## src/logic/mcs_pkg.sv

```systemverilog
package mcs_pkg;

  // ************************************************************
  // Timing
  // ************************************************************
  localparam int CLK_PERIOD_NS = 50;
  localparam int TICK_PERIOD_NS = 1000000;
  localparam int TICK_CYCLES = TICK_PERIOD_NS / CLK_PERIOD_NS;
  localparam int FFM_HOLD_MS = 10000;
  localparam logic [16:0] FFM_HOLD_TICKS = 17'(FFM_HOLD_MS);
  localparam logic [16:0] SYM_DELAY_MIN = 17'h01388;
  localparam logic [16:0] SYM_DELAY_MAX = 17'h186A0;

  // ************************************************************
  // Fixed thresholds (current LSB 1 mA, voltage LSB 10 mV)
  // ************************************************************
  localparam logic [15:0] NOISE_I = 16'h0028;
  localparam logic [15:0] BW_LOAD_MIN = 16'h00C8;
  localparam logic [15:0] ROT_MIN_U = 16'h0905;
  localparam logic [5:0] DROP_NUM = 6'h21;
  localparam logic [5:0] DROP_DEN = 6'h20;

  // ************************************************************
  // Register map
  // ************************************************************
  localparam logic [7:0] CTRL_OFS = 8'h00;
  localparam logic [7:0] I_BAL_OFS = 8'h04;
  localparam logic [7:0] U_BAL_OFS = 8'h08;
  localparam logic [7:0] I_DLY_OFS = 8'h0C;
  localparam logic [7:0] U_DLY_OFS = 8'h10;
  localparam logic [7:0] FFM_ASYM_OFS = 8'h14;
  localparam logic [7:0] FFM_3PH_OFS = 8'h18;
  localparam logic [7:0] STATUS_OFS = 8'h1C;
  localparam logic [31:0] CTRL_RST = 32'h00000001;
  localparam logic [31:0] I_BAL_RST = 32'h00320080;
  localparam logic [31:0] U_BAL_RST = 32'h0BB80080;
  localparam logic [31:0] FFM_ASYM_RST = 32'h006407D0;
  localparam logic [31:0] FFM_3PH_RST = 32'h006407D0;
  localparam logic [1:0] RESP_OKAY = 2'h0;
  localparam logic [1:0] RESP_SLVERR = 2'h2;

  // ************************************************************
  // Carriers
  // ************************************************************
  typedef struct packed {
    logic [2:0][15:0] i_mag;
    logic [2:0][15:0] u_pe;
    logic [2:0][15:0] u_pp;
    logic [2:0][15:0] i_stored;
    logic stored_valid;
    logic rot_negative;
    logic [15:0] u0;
    logic [15:0] u2;
    logic [15:0] i0;
    logic [15:0] i2;
  } mcs_meas_t;

  typedef struct packed {
    logic comm_ok;
    logic remote_high_fault;
    logic remote_stable;
    logic [2:0] remote_break;
  } mcs_peer_t;

  typedef enum logic [4:0] {
    FFM_IDLE = 5'h01,
    FFM_BLOCK = 5'h02,
    FFM_LIFTED = 5'h04,
    FFM_LATCHED = 5'h08,
    FFM_RELEASE = 5'h10
  } mcs_ffm_t;

endpackage

```

## src/logic/mcs_top.sv

```systemverilog
// Contract
// - Checks run only while no pickup
// - Current asymmetry: min/max below ratio, max above floor
// - Symmetry flags drop out near 97 percent
// - Current asymmetry alarm after 5 to 100 s
// - Voltage asymmetry likewise, alarm after set delay
// - Abrupt drop to zero marks suspected break
// - Local break: alarm, block differential, tell peers
// - Comm loss: emergency, local only, no multipole
// - Current return or remote high fault cancels blocking
// - Rotation check above 40 V over root three
// - Asym VT failure: U0/U2 high, I0/I2 low
// - Non-earthed systems use only negative-sequence voltage
// - Block undervoltage, alarm, needs some phase current
// - No immediate block during single-pole open
// - Sequence current within 10 s lifts; else latch
// - Latched block releases 10 s after clearing
// - Three-phase failure: low voltages, small current change
// - Without stored currents, all currents above 40 mA
// - Three-phase block clears as soon as the voltage or current condition fails
`timescale 1ns/1ns
module mcs_top #(
  parameter int TICK_LEN = mcs_pkg::TICK_CYCLES
) (
  input wire logic core_clk,
  input wire logic rst_n,
  input wire logic awvalid,
  output logic awready,
  input wire logic [7:0] awaddr,
  input wire logic wvalid,
  output logic wready,
  input wire logic [31:0] wdata,
  input wire logic [3:0] wstrb,
  output logic bvalid,
  input wire logic bready,
  output logic [1:0] bresp,
  input wire logic arvalid,
  output logic arready,
  input wire logic [7:0] araddr,
  output logic rvalid,
  input wire logic rready,
  output logic [31:0] rdata,
  output logic [1:0] rresp,
  input wire mcs_pkg::mcs_meas_t meas,
  input wire logic meas_valid,
  input wire logic pickup,
  input wire logic single_pole_open,
  input wire mcs_pkg::mcs_peer_t peer,
  output logic current_asym_alarm,
  output logic voltage_asym_alarm,
  output logic [2:0] local_open_ct_phase_alarm,
  output logic [2:0] remote_open_ct_phase_alarm,
  output logic [2:0] break_tx,
  output logic diff_block,
  output logic phase_rotation_alarm,
  output logic vt_circuit_loss_alarm,
  output logic undervoltage_block
);
  import mcs_pkg::*;

  function automatic logic [15:0] min3(input logic [2:0][15:0] v);
    logic [15:0] m;
    m = (v[0] < v[1]) ? v[0] : v[1];
    min3 = (v[2] < m) ? v[2] : m;
  endfunction

  function automatic logic [15:0] max3(input logic [2:0][15:0] v);
    logic [15:0] m;
    m = (v[0] > v[1]) ? v[0] : v[1];
    max3 = (v[2] > m) ? v[2] : m;
  endfunction

  function automatic logic [16:0] clamp_dly(input logic [31:0] d);
    if (d < 32'(SYM_DELAY_MIN))
      clamp_dly = SYM_DELAY_MIN;
    else if (d > 32'(SYM_DELAY_MAX))
      clamp_dly = SYM_DELAY_MAX;
    else
      clamp_dly = d[16:0];
  endfunction

  // ************************************************************
  // Tick divider and evaluation enable
  // ************************************************************
  logic [31:0] tick_cnt_r;
  logic tick_r;
  logic en;
  assign en = meas_valid & ~pickup;

  always_ff @(posedge core_clk or negedge rst_n)
  begin
    if (!rst_n)
    begin
      tick_cnt_r <= 32'h00000000;
      tick_r <= 1'b0;
    end
    else if (tick_cnt_r >= 32'(TICK_LEN - 1))
    begin
      tick_cnt_r <= 32'h00000000;
      tick_r <= 1'b1;
    end
    else
    begin
      tick_cnt_r <= tick_cnt_r + 32'h00000001;
      tick_r <= 1'b0;
    end
  end

  // ************************************************************
  // AXI4-Lite slave
  // ************************************************************
  logic earthed_r;
  logic [1:0][31:0] bal_r;
  logic [1:0][16:0] dly_r;
  logic [31:0] ffm_asym_r;
  logic [31:0] ffm_3ph_r;
  logic aw_got_r;
  logic w_got_r;
  logic [7:0] awaddr_r;
  logic [31:0] wdata_r;
  logic [3:0] wstrb_r;
  logic [31:0] wmask;
  logic [31:0] status;
  logic wr_go;

  assign wr_go = aw_got_r & w_got_r & ~bvalid;
  always_comb
  begin
    for (int b = 0; b < 4; b++)
      wmask[8*b +: 8] = {8{wstrb_r[b]}};
  end

  always_ff @(posedge core_clk or negedge rst_n)
  begin
    if (!rst_n)
    begin
      aw_got_r <= 1'b0;
      w_got_r <= 1'b0;
      awaddr_r <= 8'h00;
      wdata_r <= 32'h00000000;
      wstrb_r <= 4'h0;
      awready <= 1'b1;
      wready <= 1'b1;
      bvalid <= 1'b0;
      bresp <= RESP_OKAY;
    end
    else
    begin
      if (awvalid && awready)
      begin
        aw_got_r <= 1'b1;
        awaddr_r <= awaddr;
        awready <= 1'b0;
      end
      if (wvalid && wready)
      begin
        w_got_r <= 1'b1;
        wdata_r <= wdata;
        wstrb_r <= wstrb;
        wready <= 1'b0;
      end
      if (wr_go)
      begin
        bvalid <= 1'b1;
        bresp <= (awaddr_r[1:0] == 2'h0 && awaddr_r < STATUS_OFS) ? RESP_OKAY : RESP_SLVERR;
        aw_got_r <= 1'b0;
        w_got_r <= 1'b0;
      end
      if (bvalid && bready)
      begin
        bvalid <= 1'b0;
        awready <= 1'b1;
        wready <= 1'b1;
      end
    end
  end

  always_ff @(posedge core_clk or negedge rst_n)
  begin
    if (!rst_n)
    begin
      earthed_r <= CTRL_RST[0];
      bal_r <= {U_BAL_RST, I_BAL_RST};
      dly_r <= {SYM_DELAY_MIN, SYM_DELAY_MIN};
      ffm_asym_r <= FFM_ASYM_RST;
      ffm_3ph_r <= FFM_3PH_RST;
    end
    else if (wr_go)
    begin
      case (awaddr_r)
        CTRL_OFS: if (wstrb_r[0]) earthed_r <= wdata_r[0];
        I_BAL_OFS: bal_r[0] <= (bal_r[0] & ~wmask) | (wdata_r & wmask);
        U_BAL_OFS: bal_r[1] <= (bal_r[1] & ~wmask) | (wdata_r & wmask);
        I_DLY_OFS: dly_r[0] <= clamp_dly(wdata_r);
        U_DLY_OFS: dly_r[1] <= clamp_dly(wdata_r);
        FFM_ASYM_OFS: ffm_asym_r <= (ffm_asym_r & ~wmask) | (wdata_r & wmask);
        FFM_3PH_OFS: ffm_3ph_r <= (ffm_3ph_r & ~wmask) | (wdata_r & wmask);
        default: ;
      endcase
    end
  end

  always_ff @(posedge core_clk or negedge rst_n)
  begin
    if (!rst_n)
    begin
      arready <= 1'b1;
      rvalid <= 1'b0;
      rdata <= 32'h00000000;
      rresp <= RESP_OKAY;
    end
    else if (arvalid && arready)
    begin
      arready <= 1'b0;
      rvalid <= 1'b1;
      rresp <= RESP_OKAY;
      case (araddr)
        CTRL_OFS: rdata <= {31'h00000000, earthed_r};
        I_BAL_OFS: rdata <= bal_r[0];
        U_BAL_OFS: rdata <= bal_r[1];
        I_DLY_OFS: rdata <= {15'h0000, dly_r[0]};
        U_DLY_OFS: rdata <= {15'h0000, dly_r[1]};
        FFM_ASYM_OFS: rdata <= ffm_asym_r;
        FFM_3PH_OFS: rdata <= ffm_3ph_r;
        STATUS_OFS: rdata <= status;
        default:
        begin
          rdata <= 32'h00000000;
          rresp <= RESP_SLVERR;
        end
      endcase
    end
    else if (rvalid && rready)
    begin
      rvalid <= 1'b0;
      arready <= 1'b1;
    end
  end

  // ************************************************************
  // Current and voltage symmetry
  // ************************************************************
  logic [1:0] asym_r;
  logic [1:0] alarm_r;
  logic [1:0][16:0] sym_cnt_r;
  logic [1:0] sym_drop;

  for (genvar k = 0; k < 2; k++)
  begin : g_sym
    logic [2:0][15:0] mags;
    logic [15:0] mn;
    logic [15:0] mx;
    logic [31:0] lhs;
    logic [31:0] rhs;
    logic pick;
    assign mags = (k == 0) ? meas.i_mag : meas.u_pp;
    assign mn = min3(mags);
    assign mx = max3(mags);
    assign lhs = {8'h00, mn, 8'h00};
    assign rhs = 32'(bal_r[k][7:0]) * 32'(mx);
    assign pick = (mx > bal_r[k][31:16]) && (lhs < rhs);
    assign sym_drop[k] = (mx <= bal_r[k][31:16]) ||
                         (lhs * 32'(DROP_DEN) >= rhs * 32'(DROP_NUM));

    always_ff @(posedge core_clk or negedge rst_n)
    begin
      if (!rst_n)
      begin
        asym_r[k] <= 1'b0;
        sym_cnt_r[k] <= 17'h00000;
        alarm_r[k] <= 1'b0;
      end
      else if (en)
      begin
        if (pick)
          asym_r[k] <= 1'b1;
        else if (sym_drop[k])
          asym_r[k] <= 1'b0;
        if (!asym_r[k])
          sym_cnt_r[k] <= 17'h00000;
        else if (tick_r && sym_cnt_r[k] < dly_r[k])
          sym_cnt_r[k] <= sym_cnt_r[k] + 17'h00001;
        alarm_r[k] <= asym_r[k] && (sym_cnt_r[k] >= dly_r[k]);
      end
    end
  end

  // ************************************************************
  // Broken wire monitoring
  // ************************************************************
  logic [2:0][15:0] prev_i_r;
  logic [2:0] susp_r;
  logic [2:0] local_nxt;
  logic [2:0] remote_nxt;
  logic multi;

  for (genvar j = 0; j < 3; j++)
  begin : g_bw
    always_ff @(posedge core_clk or negedge rst_n)
    begin
      if (!rst_n)
      begin
        prev_i_r[j] <= 16'h0000;
        susp_r[j] <= 1'b0;
      end
      else
      begin
        if (en)
          prev_i_r[j] <= meas.i_mag[j];
        if (peer.remote_high_fault || (en && meas.i_mag[j] > NOISE_I))
          susp_r[j] <= 1'b0;
        else if (en && peer.comm_ok && !peer.remote_stable)
          susp_r[j] <= 1'b0;
        else if (en && prev_i_r[j] > BW_LOAD_MIN && meas.i_mag[j] <= NOISE_I)
          susp_r[j] <= 1'b1;
      end
    end
  end

  assign multi = (susp_r[0] & susp_r[1]) | (susp_r[0] & susp_r[2]) | (susp_r[1] & susp_r[2]);
  assign local_nxt = susp_r & {3{peer.comm_ok | ~multi}};
  assign remote_nxt = peer.remote_break & {3{peer.comm_ok & ~peer.remote_high_fault}};

  always_ff @(posedge core_clk or negedge rst_n)
  begin
    if (!rst_n)
    begin
      local_open_ct_phase_alarm <= 3'h0;
      remote_open_ct_phase_alarm <= 3'h0;
      break_tx <= 3'h0;
      diff_block <= 1'b0;
    end
    else
    begin
      local_open_ct_phase_alarm <= local_nxt;
      remote_open_ct_phase_alarm <= remote_nxt;
      break_tx <= susp_r & {3{peer.comm_ok}};
      diff_block <= ~peer.comm_ok | (|local_nxt) | (|remote_nxt);
    end
  end

  // ************************************************************
  // Phase rotation
  // ************************************************************
  logic all_hi;
  assign all_hi = (meas.u_pe[0] > ROT_MIN_U) && (meas.u_pe[1] > ROT_MIN_U) &&
                  (meas.u_pe[2] > ROT_MIN_U);

  always_ff @(posedge core_clk or negedge rst_n)
  begin
    if (!rst_n)
      phase_rotation_alarm <= 1'b0;
    else if (en && all_hi)
      phase_rotation_alarm <= meas.rot_negative;
  end

  // ************************************************************
  // Asymmetrical fuse failure
  // ************************************************************
  mcs_ffm_t ffm_r;
  logic [16:0] ffm_cnt_r;
  logic volt_crit;
  logic cur_sym;
  logic i_flow;
  logic ffm_blk;
  logic hold_done;

  assign volt_crit = (meas.u2 > ffm_asym_r[15:0]) ||
                     (earthed_r && meas.u0 > ffm_asym_r[15:0]);
  assign cur_sym = (meas.i0 < ffm_asym_r[31:16]) && (meas.i2 < ffm_asym_r[31:16]);
  assign i_flow = (meas.i_mag[0] > NOISE_I) || (meas.i_mag[1] > NOISE_I) ||
                  (meas.i_mag[2] > NOISE_I);
  assign hold_done = ffm_cnt_r >= FFM_HOLD_TICKS;
  assign ffm_blk = (ffm_r == FFM_BLOCK) || (ffm_r == FFM_LATCHED) || (ffm_r == FFM_RELEASE);

  always_ff @(posedge core_clk or negedge rst_n)
  begin
    if (!rst_n)
    begin
      ffm_r <= FFM_IDLE;
      ffm_cnt_r <= 17'h00000;
    end
    else if (en)
    begin
      if (tick_r && !hold_done)
        ffm_cnt_r <= ffm_cnt_r + 17'h00001;
      case (ffm_r)
        FFM_IDLE:
          if (volt_crit && cur_sym && i_flow && !single_pole_open)
          begin
            ffm_r <= FFM_BLOCK;
            ffm_cnt_r <= 17'h00000;
          end
        FFM_BLOCK:
          if (!volt_crit)
            ffm_r <= FFM_IDLE;
          else if (!cur_sym && !hold_done)
            ffm_r <= FFM_LIFTED;
          else if (hold_done)
            ffm_r <= FFM_LATCHED;
        FFM_LIFTED:
          if (!volt_crit)
            ffm_r <= FFM_IDLE;
          else if (cur_sym)
            ffm_r <= FFM_BLOCK;
        FFM_LATCHED:
          if (!volt_crit)
          begin
            ffm_r <= FFM_RELEASE;
            ffm_cnt_r <= 17'h00000;
          end
        FFM_RELEASE:
          if (volt_crit)
            ffm_r <= FFM_LATCHED;
          else if (hold_done)
            ffm_r <= FFM_IDLE;
        default: ffm_r <= FFM_IDLE;
      endcase
    end
  end

  // ************************************************************
  // Three-phase voltage failure
  // ************************************************************
  logic [2:0] u_low;
  logic [2:0] i_cond;
  logic three_nxt;
  logic three_r;

  for (genvar p = 0; p < 3; p++)
  begin : g_3ph
    logic [15:0] di;
    assign di = (meas.i_mag[p] > meas.i_stored[p]) ? meas.i_mag[p] - meas.i_stored[p] :
                meas.i_stored[p] - meas.i_mag[p];
    assign u_low[p] = meas.u_pe[p] < ffm_3ph_r[15:0];
    assign i_cond[p] = meas.stored_valid ? (di < ffm_3ph_r[31:16]) :
                       (meas.i_mag[p] > NOISE_I);
  end

  assign three_nxt = (&u_low) & (&i_cond);

  always_ff @(posedge core_clk or negedge rst_n)
  begin
    if (!rst_n)
      three_r <= 1'b0;
    else if (en)
      three_r <= three_nxt;
  end

  // ************************************************************
  // Alarm outputs and status
  // ************************************************************
  always_ff @(posedge core_clk or negedge rst_n)
  begin
    if (!rst_n)
    begin
      current_asym_alarm <= 1'b0;
      voltage_asym_alarm <= 1'b0;
      vt_circuit_loss_alarm <= 1'b0;
      undervoltage_block <= 1'b0;
    end
    else
    begin
      current_asym_alarm <= alarm_r[0];
      voltage_asym_alarm <= alarm_r[1];
      vt_circuit_loss_alarm <= ffm_blk | three_r;
      undervoltage_block <= ffm_blk | three_r;
    end
  end

  assign status = {14'h0000, ffm_r, three_r, diff_block, remote_open_ct_phase_alarm,
                   local_open_ct_phase_alarm, phase_rotation_alarm, asym_r, alarm_r};
endmodule

```

## config.mk

```make
export PLATFORM = sky130hd
export DESIGN_NAME = mcs_top
export DESIGN_NICKNAME = d
export VERILOG_FILES = /design/src/logic/mcs_pkg.sv /design/src/logic/mcs_top.sv
export SDC_FILE = /design/constraint.sdc
export NUM_CORES = 2
export LEC_CHECK = 0
export BUFFER_PORTS_ARGS = -buffer_cell sky130_fd_sc_hd__buf_4
export CAP_MARGIN = 20
export CORE_MARGIN = 2
export CORE_UTILIZATION = 32
export DETAILED_ROUTE_END_ITERATION = 6
export GPL_TIMING_DRIVEN = 0
export HOLD_SLACK_MARGIN = 0.06
export PLACE_DENSITY_LB_ADDON = 0.25
export SKIP_CTS_REPAIR_TIMING = 1
export SLEW_MARGIN = 20
export SYNTH_ARGS = -nofsm -noshare
export SYNTH_HDL_FRONTEND = slang
export SYNTH_SLANG_ARGS = --single-unit
```

## constraint.sdc

```tcl
create_clock -name core_clk -period 8.4 [get_ports core_clk]
set_input_delay 0 -clock core_clk [delete_from_list [all_inputs] [get_ports core_clk]]
set_output_delay 0 -clock core_clk [all_outputs]
set_load 0.1 [all_outputs]
```

### After elaboration in Yosys (flattened, before gate mapping)

Index checks and enable logic that the tools add are counted.

* mux-type cells: 66
* add/subtract/negate cells: 10
* multiply operators: 4
* bitwise operators: 32
* eq/ne operators: 25
* order comparisons: 50
* reductions and logical operators: 78

Operators with widths (count)
* case mux 32 bit (8 select lines): 1
* < comparator 16 bit: 12
* > comparator 16 bit: 11
* 2-to-1 mux 16 bit: 11
* AND 32 bit: 5
* 2-to-1 mux 17 bit: 9
* OR 32 bit: 4
* subtractor 16 bit: 6
* >= comparator 29 x 30 -> 1 bit: 2
* multiplier 24 x 6 -> 30 bit, second input constant: 2
* equality test 8 x 5 -> 1 bit, second input constant: 7
* adder 17 x 1 -> 17 bit, second input constant: 3
* > comparator 16 x 12 -> 1 bit, second input constant: 3
* > comparator 16 x 6 -> 1 bit, second input constant: 3
* > comparator 16 x 8 -> 1 bit, second input constant: 3
* less-or-equal comparator 16 x 6 -> 1 bit, second input constant: 3
* < comparator 24 bit: 2
* multiplier 8 x 16 -> 24 bit: 2
* 2-to-1 mux 5 bit: 9
* >= comparator 17 bit: 2
* < comparator 17 bit: 2
* case mux 17 bit (2 select lines): 1
* logical AND 1 bit: 33
* adder 32 x 1 -> 32 bit, second input constant: 1
* 37 further kinds: 128

* output and inout bits: 56
* word-level logic and storage cells: 310
* flip-flop bits (word level): 409
* input port bits: 326

### Depth between registers and ports, before layout

* depth after elaboration: 10
* depth in mapped cells: 58
* mapped depth without buffers: 55

### Least setup slack after synthesis

OpenSTA, ideal clock, no wires.

* kind: input to register
* start point: input port meas[145] in the netlist's numbering
* end point: register asym_r[1]
* required time: 8270 ps
* setup time: 130 ps
* stages: 53
* slack: -3358 ps
* data arrival time: 11628 ps
* cells stage by stage: inv_1 ha_1 nand4_1 or3_1 a211oi_1 nor3_2 nor2_4 buf_4 mux2i_1 ha_1 nand4_1 or4_1 a21oi_1 a21oi_1 a21oi_1 buf_2 buf_2 mux2i_1 [... 17 more ...] ha_1 o21ai_0 a211o_1 nand2_1 nand3_1 o21ai_0 o21ba_2 nor3b_1 xnor2_1 ha_1 o21a_1 o21ai_0 nor3_1 nand3_1 a211o_1 a32o_1 a21oi_1 o32ai_1

* longest elaborated chain between the ends: 10
* elaborated cells between the ends (all ways): 19
* those cells by class: mul (2); order compare (8); mux (5); reduce/logical (4)

Ends and longest elaborated chain
* start: declaration: line mcs_top.sv:44 `input wire mcs_pkg::mcs_meas_t meas,`
* > comparator 16 bit: line mcs_top.sv:69 `m = (v[0] > v[1]) ? v[0] : v[1];`
* 2-to-1 mux 16 bit: line mcs_top.sv:69
* > comparator 16 bit: line mcs_top.sv:70 `max3 = (v[2] > m) ? v[2] : m;`
* 2-to-1 mux 16 bit: line mcs_top.sv:70
* multiplier 8 x 16 -> 24 bit: line mcs_top.sv:260 `assign rhs = 32'(bal_r[k][7:0]) * 32'(mx);`
* multiplier 24 x 6 -> 30 bit: line mcs_top.sv:263 `(lhs * 32'(DROP_DEN) >= rhs * 32'(DROP_NUM));`
* >= comparator 29 x 30 -> 1 bit: line mcs_top.sv:263
* logical OR 1 bit: line mcs_top.sv:262 `assign sym_drop[k] = (mx <= bal_r[k][31:16]) ||`
* nonzero test 2 bit (no line)
* AND reduction 2 bit (no line)
* end signal: indexed assignment: line mcs_top.sv:269 `asym_r[k] <= 1'b0;`
* end signal: indexed assignment: line mcs_top.sv:276 `asym_r[k] <= 1'b1;`
* end signal: indexed assignment: line mcs_top.sv:278 `asym_r[k] <= 1'b0;`
* end: declaration: line mcs_top.sv:243 `logic [1:0] asym_r;`

Parallel ways exist; a longest one is shown, timed or not.
A chain may end at the register's enable or synchronous reset.

### Final worst setup path

Same ends and word-level chain as after synthesis.

==> summary.md <==
| Metric | Value |
|---|---|
| Netlist Area Pre-Place | `42500 sq um` |
| Outcome | `finished with violations` |
| RSZ-0062 raised after global routing | `true` |
| Area growth, synth to finish | `27.8%` |
| Core area | `132000 sq um` |
| Slowest cell on the critical path | `fa_1` |
| Largest net degree at the start of global routing | `93` |
| Design Area, Final | `54300 sq um` |
| Inst Count DP | `6917` |
| Die X | `369 um` |
| Cell taking the most area after synthesis | `dfrtp_1` |
| Setup ws final | `-3250 ps` |
| Clock Path Buffers | `3` |
| Post-synth EDFFs | `0` |
| DR pass1 iterations | `7` |
| Post-synthesis sequential area ratio | `24.1%` |
| CP Capture Type | `register` |
| Gate count of the mapped netlist | `4759` |
| Max_slew headroom | `20.7%` |
| Top FF cell, synth | `dfrtp_1` |
| Buffer and inverter count on the worst path | `8` |
| Clock sinks | `407` |
| DRT Wirelength | `162000 um` |
| Layout cells sized above 1 | `20.7%` |
| Most common cell in the synthesized netlist | `ha_1` |
| Routed Antenna Nets | `0` |
| Number of synthesized register bits | `407` |
| Max Fclk | `85.9 MHz` |
| Total gr overflow | `0` |
| Max Cap Violations | `0` |
| Leakage | `25.9 nW` |
| Root buf cell | `clkbuf_16` |
| Synth top area share | `21.3%` |
| # nets final | `6638` |
| Clock latency on the worst-skew pair | `670 ps` |
| # IOs | `382` |
| Initial antenna violation count | `6` |
| Total GRT Usage | `22.5%` |
| Power density over the cells | `158 nW/um^2` |
| Max VDD drop | `0.203 mV` |
| Via count | `38497` |
| CTS tree | `yes` |
| H-tree level count | `2` |
| Placed instance area | `48900 sq um` |
| Peak fanout along the critical path | `7` |
| Ys async rst share | `100%` |
| DPL Wire Length | `132000 um` |
| Vias in the first global route | `36863` |
| Most common cell on crit path | `ha_1` |
| Synth unique cells | `89` |
| Final setup violation count | `2` |
| Clock-pin slew on the worst setup and hold paths | `60 ps` |
| Worst slew pin tran | `1190 ps` |
| Failing checks | `setup timing` |
| Fin. Hold Viols | `0` |
| WP data required | `8920 ps` |
| Area of the multi-input gates | `31800 sq um` |
| Initial core utilization | `32.3%` |
| Global-route wire length before repair | `233000 um` |
| Synth top area cells | `dfrtp_1 (21%), ha_1 (20%), fa_1 (8.3%)` |
| Slew Viols, Final | `0` |
| Die H | `369 um` |
| Clk_skew | `64.7 ps` |
| Data arrival, critical path | `12160 ps` |
| CTS Buf Count | `51` |
| Register area | `10200 sq um` |
| RePlAce Congestion | `0.940` |
| Syn_area_per_cell | `8.94 sq um` |
| Final Non-Filler Cells | `7269` |
| Delay-heaviest family, CP | `adder cells` |
| Synth cell count leaders | `ha_1 (668), inv_1 (568), dfrtp_1 (362), nand2_1 (360), a21oi_1 (328)` |
| Drc violations | `0` |
| Ys Warns | `0` |
| DRT iter0 DRCs | `2943` |
| Number of I/O port buffers | `379` |
| Startpoint types | `input pin` |
| CP Class | `input pin to register` |
| Worst Hold Class | `input pin to register` |
| FP Rows | `133` |
| Slowest cell delay on critical path | `540 ps` |
| DR WL/cell | `22.2 um` |
| Fill count | `13006` |
| Final worst path period share | `139%` |
| Tmin final | `11650 ps` |
| Die area | `136000 sq um` |
| Drt via density | `5.30` |
-- final cells by class --
cell class | instances | share of cell area, %
multi-input combinational | 3680 | 58.5
sequential | 407 | 18.8
timing repair buffer | 635 | 10.1
tap | 1755 | 4.04
inverter | 568 | 3.94
clock buffer | 72 | 2.71
buffer | 125 | 1.22
clock inverter | 22 | 0.665
antenna | 5 | 0.0230
-- power breakdown --
part,switching [mW],internal [mW],total (mW)
sequential,0.386,2.20,2.59
clock,0.963,1.42,2.39
combinational,2.06,1.54,3.60
-- cells by family after synthesis --
kind of cell	Yosys count	share of synthesized area, %
AND/OR/NAND/NOR	1277	15.0
AO/OA/AOI/OAI	1117	16.8
adder cells (fa/ha/maj)	844	27.9
buffers and inverters	693	6.22
flip-flops	407	24.1
multiplexers	273	6.96
XOR/XNOR	147	3.03
other	1	0.00882
-- per-layer routing --
metal | track usage [%] | routed length [um] | vias to the layer above
met2 | 36.4 | 73700 | 1188
met4 | 5.89 | 5100 | 0
met3 | 3.07 | 9300 | 228
li1 | - | - | 18177
met5 | 0 | 0 | -
met1 | 31.5 | 73400 | 18904
-- layout by cell type, fill, tap and decap left out, types with 57 or more instances in the layout --
master	synthesis	final
nand3_1	78	73
mux2_2	180	180
inv_1	568	557
nor2_1	253	243
a21oi_1	328	294
nand4_1	89	89
ha_1	668	621
dlygate4sd3_1	0	116
o21ai_0	253	240
a21o_1	148	148
dfrtp_1	362	362
buf_4	6	487
nand2_1	360	350
xnor2_1	90	71
clkbuf_1	99	100
fa_1	176	174
clkbuf_16	0	57
and2_1	190	175
-- path summary, 6_finish.rpt --
path | startpoint | endpoint | slack [ps] | depth (start not counted)
min in group asynchronous | rst_n | awready | 490 | 3
max reg2reg | register | asym_r[1] | -1220 | 36
min | meas[202] | three_r | 90 | 4
min reg2reg | rdata[7] | rdata[7] | 480 | 1
max in group asynchronous | rst_n | earthed_r | 7030 | 5
max | meas[145] | asym_r[1] | -3250 | 54
-- worst min-delay path, stage by stage --
cell and delay, ps:
buf_4 100, ha_1 120, a31oi_1 180, a32o_1 300
-- per-stage QoR --
step           setup TNS (ps)  setup slack (ps)  hold slack, ps  power [mW]  util [%]
2_1_floorplan           -4060             -2490            -296        4.54         -
6_report                -5800             -3250            86.1        8.58      41.3
4_1_cts                 -7410             -4190            -788        8.17      38.5
5_1_grt                 -6730             -3790            66.1        9.07      41.3
3_5_place_dp            -8720             -4830           -81.4        5.75      37.1
3_3_place_gp            -8850             -4750             160        5.69      37.0
Power figures use the tool's default switching activity.
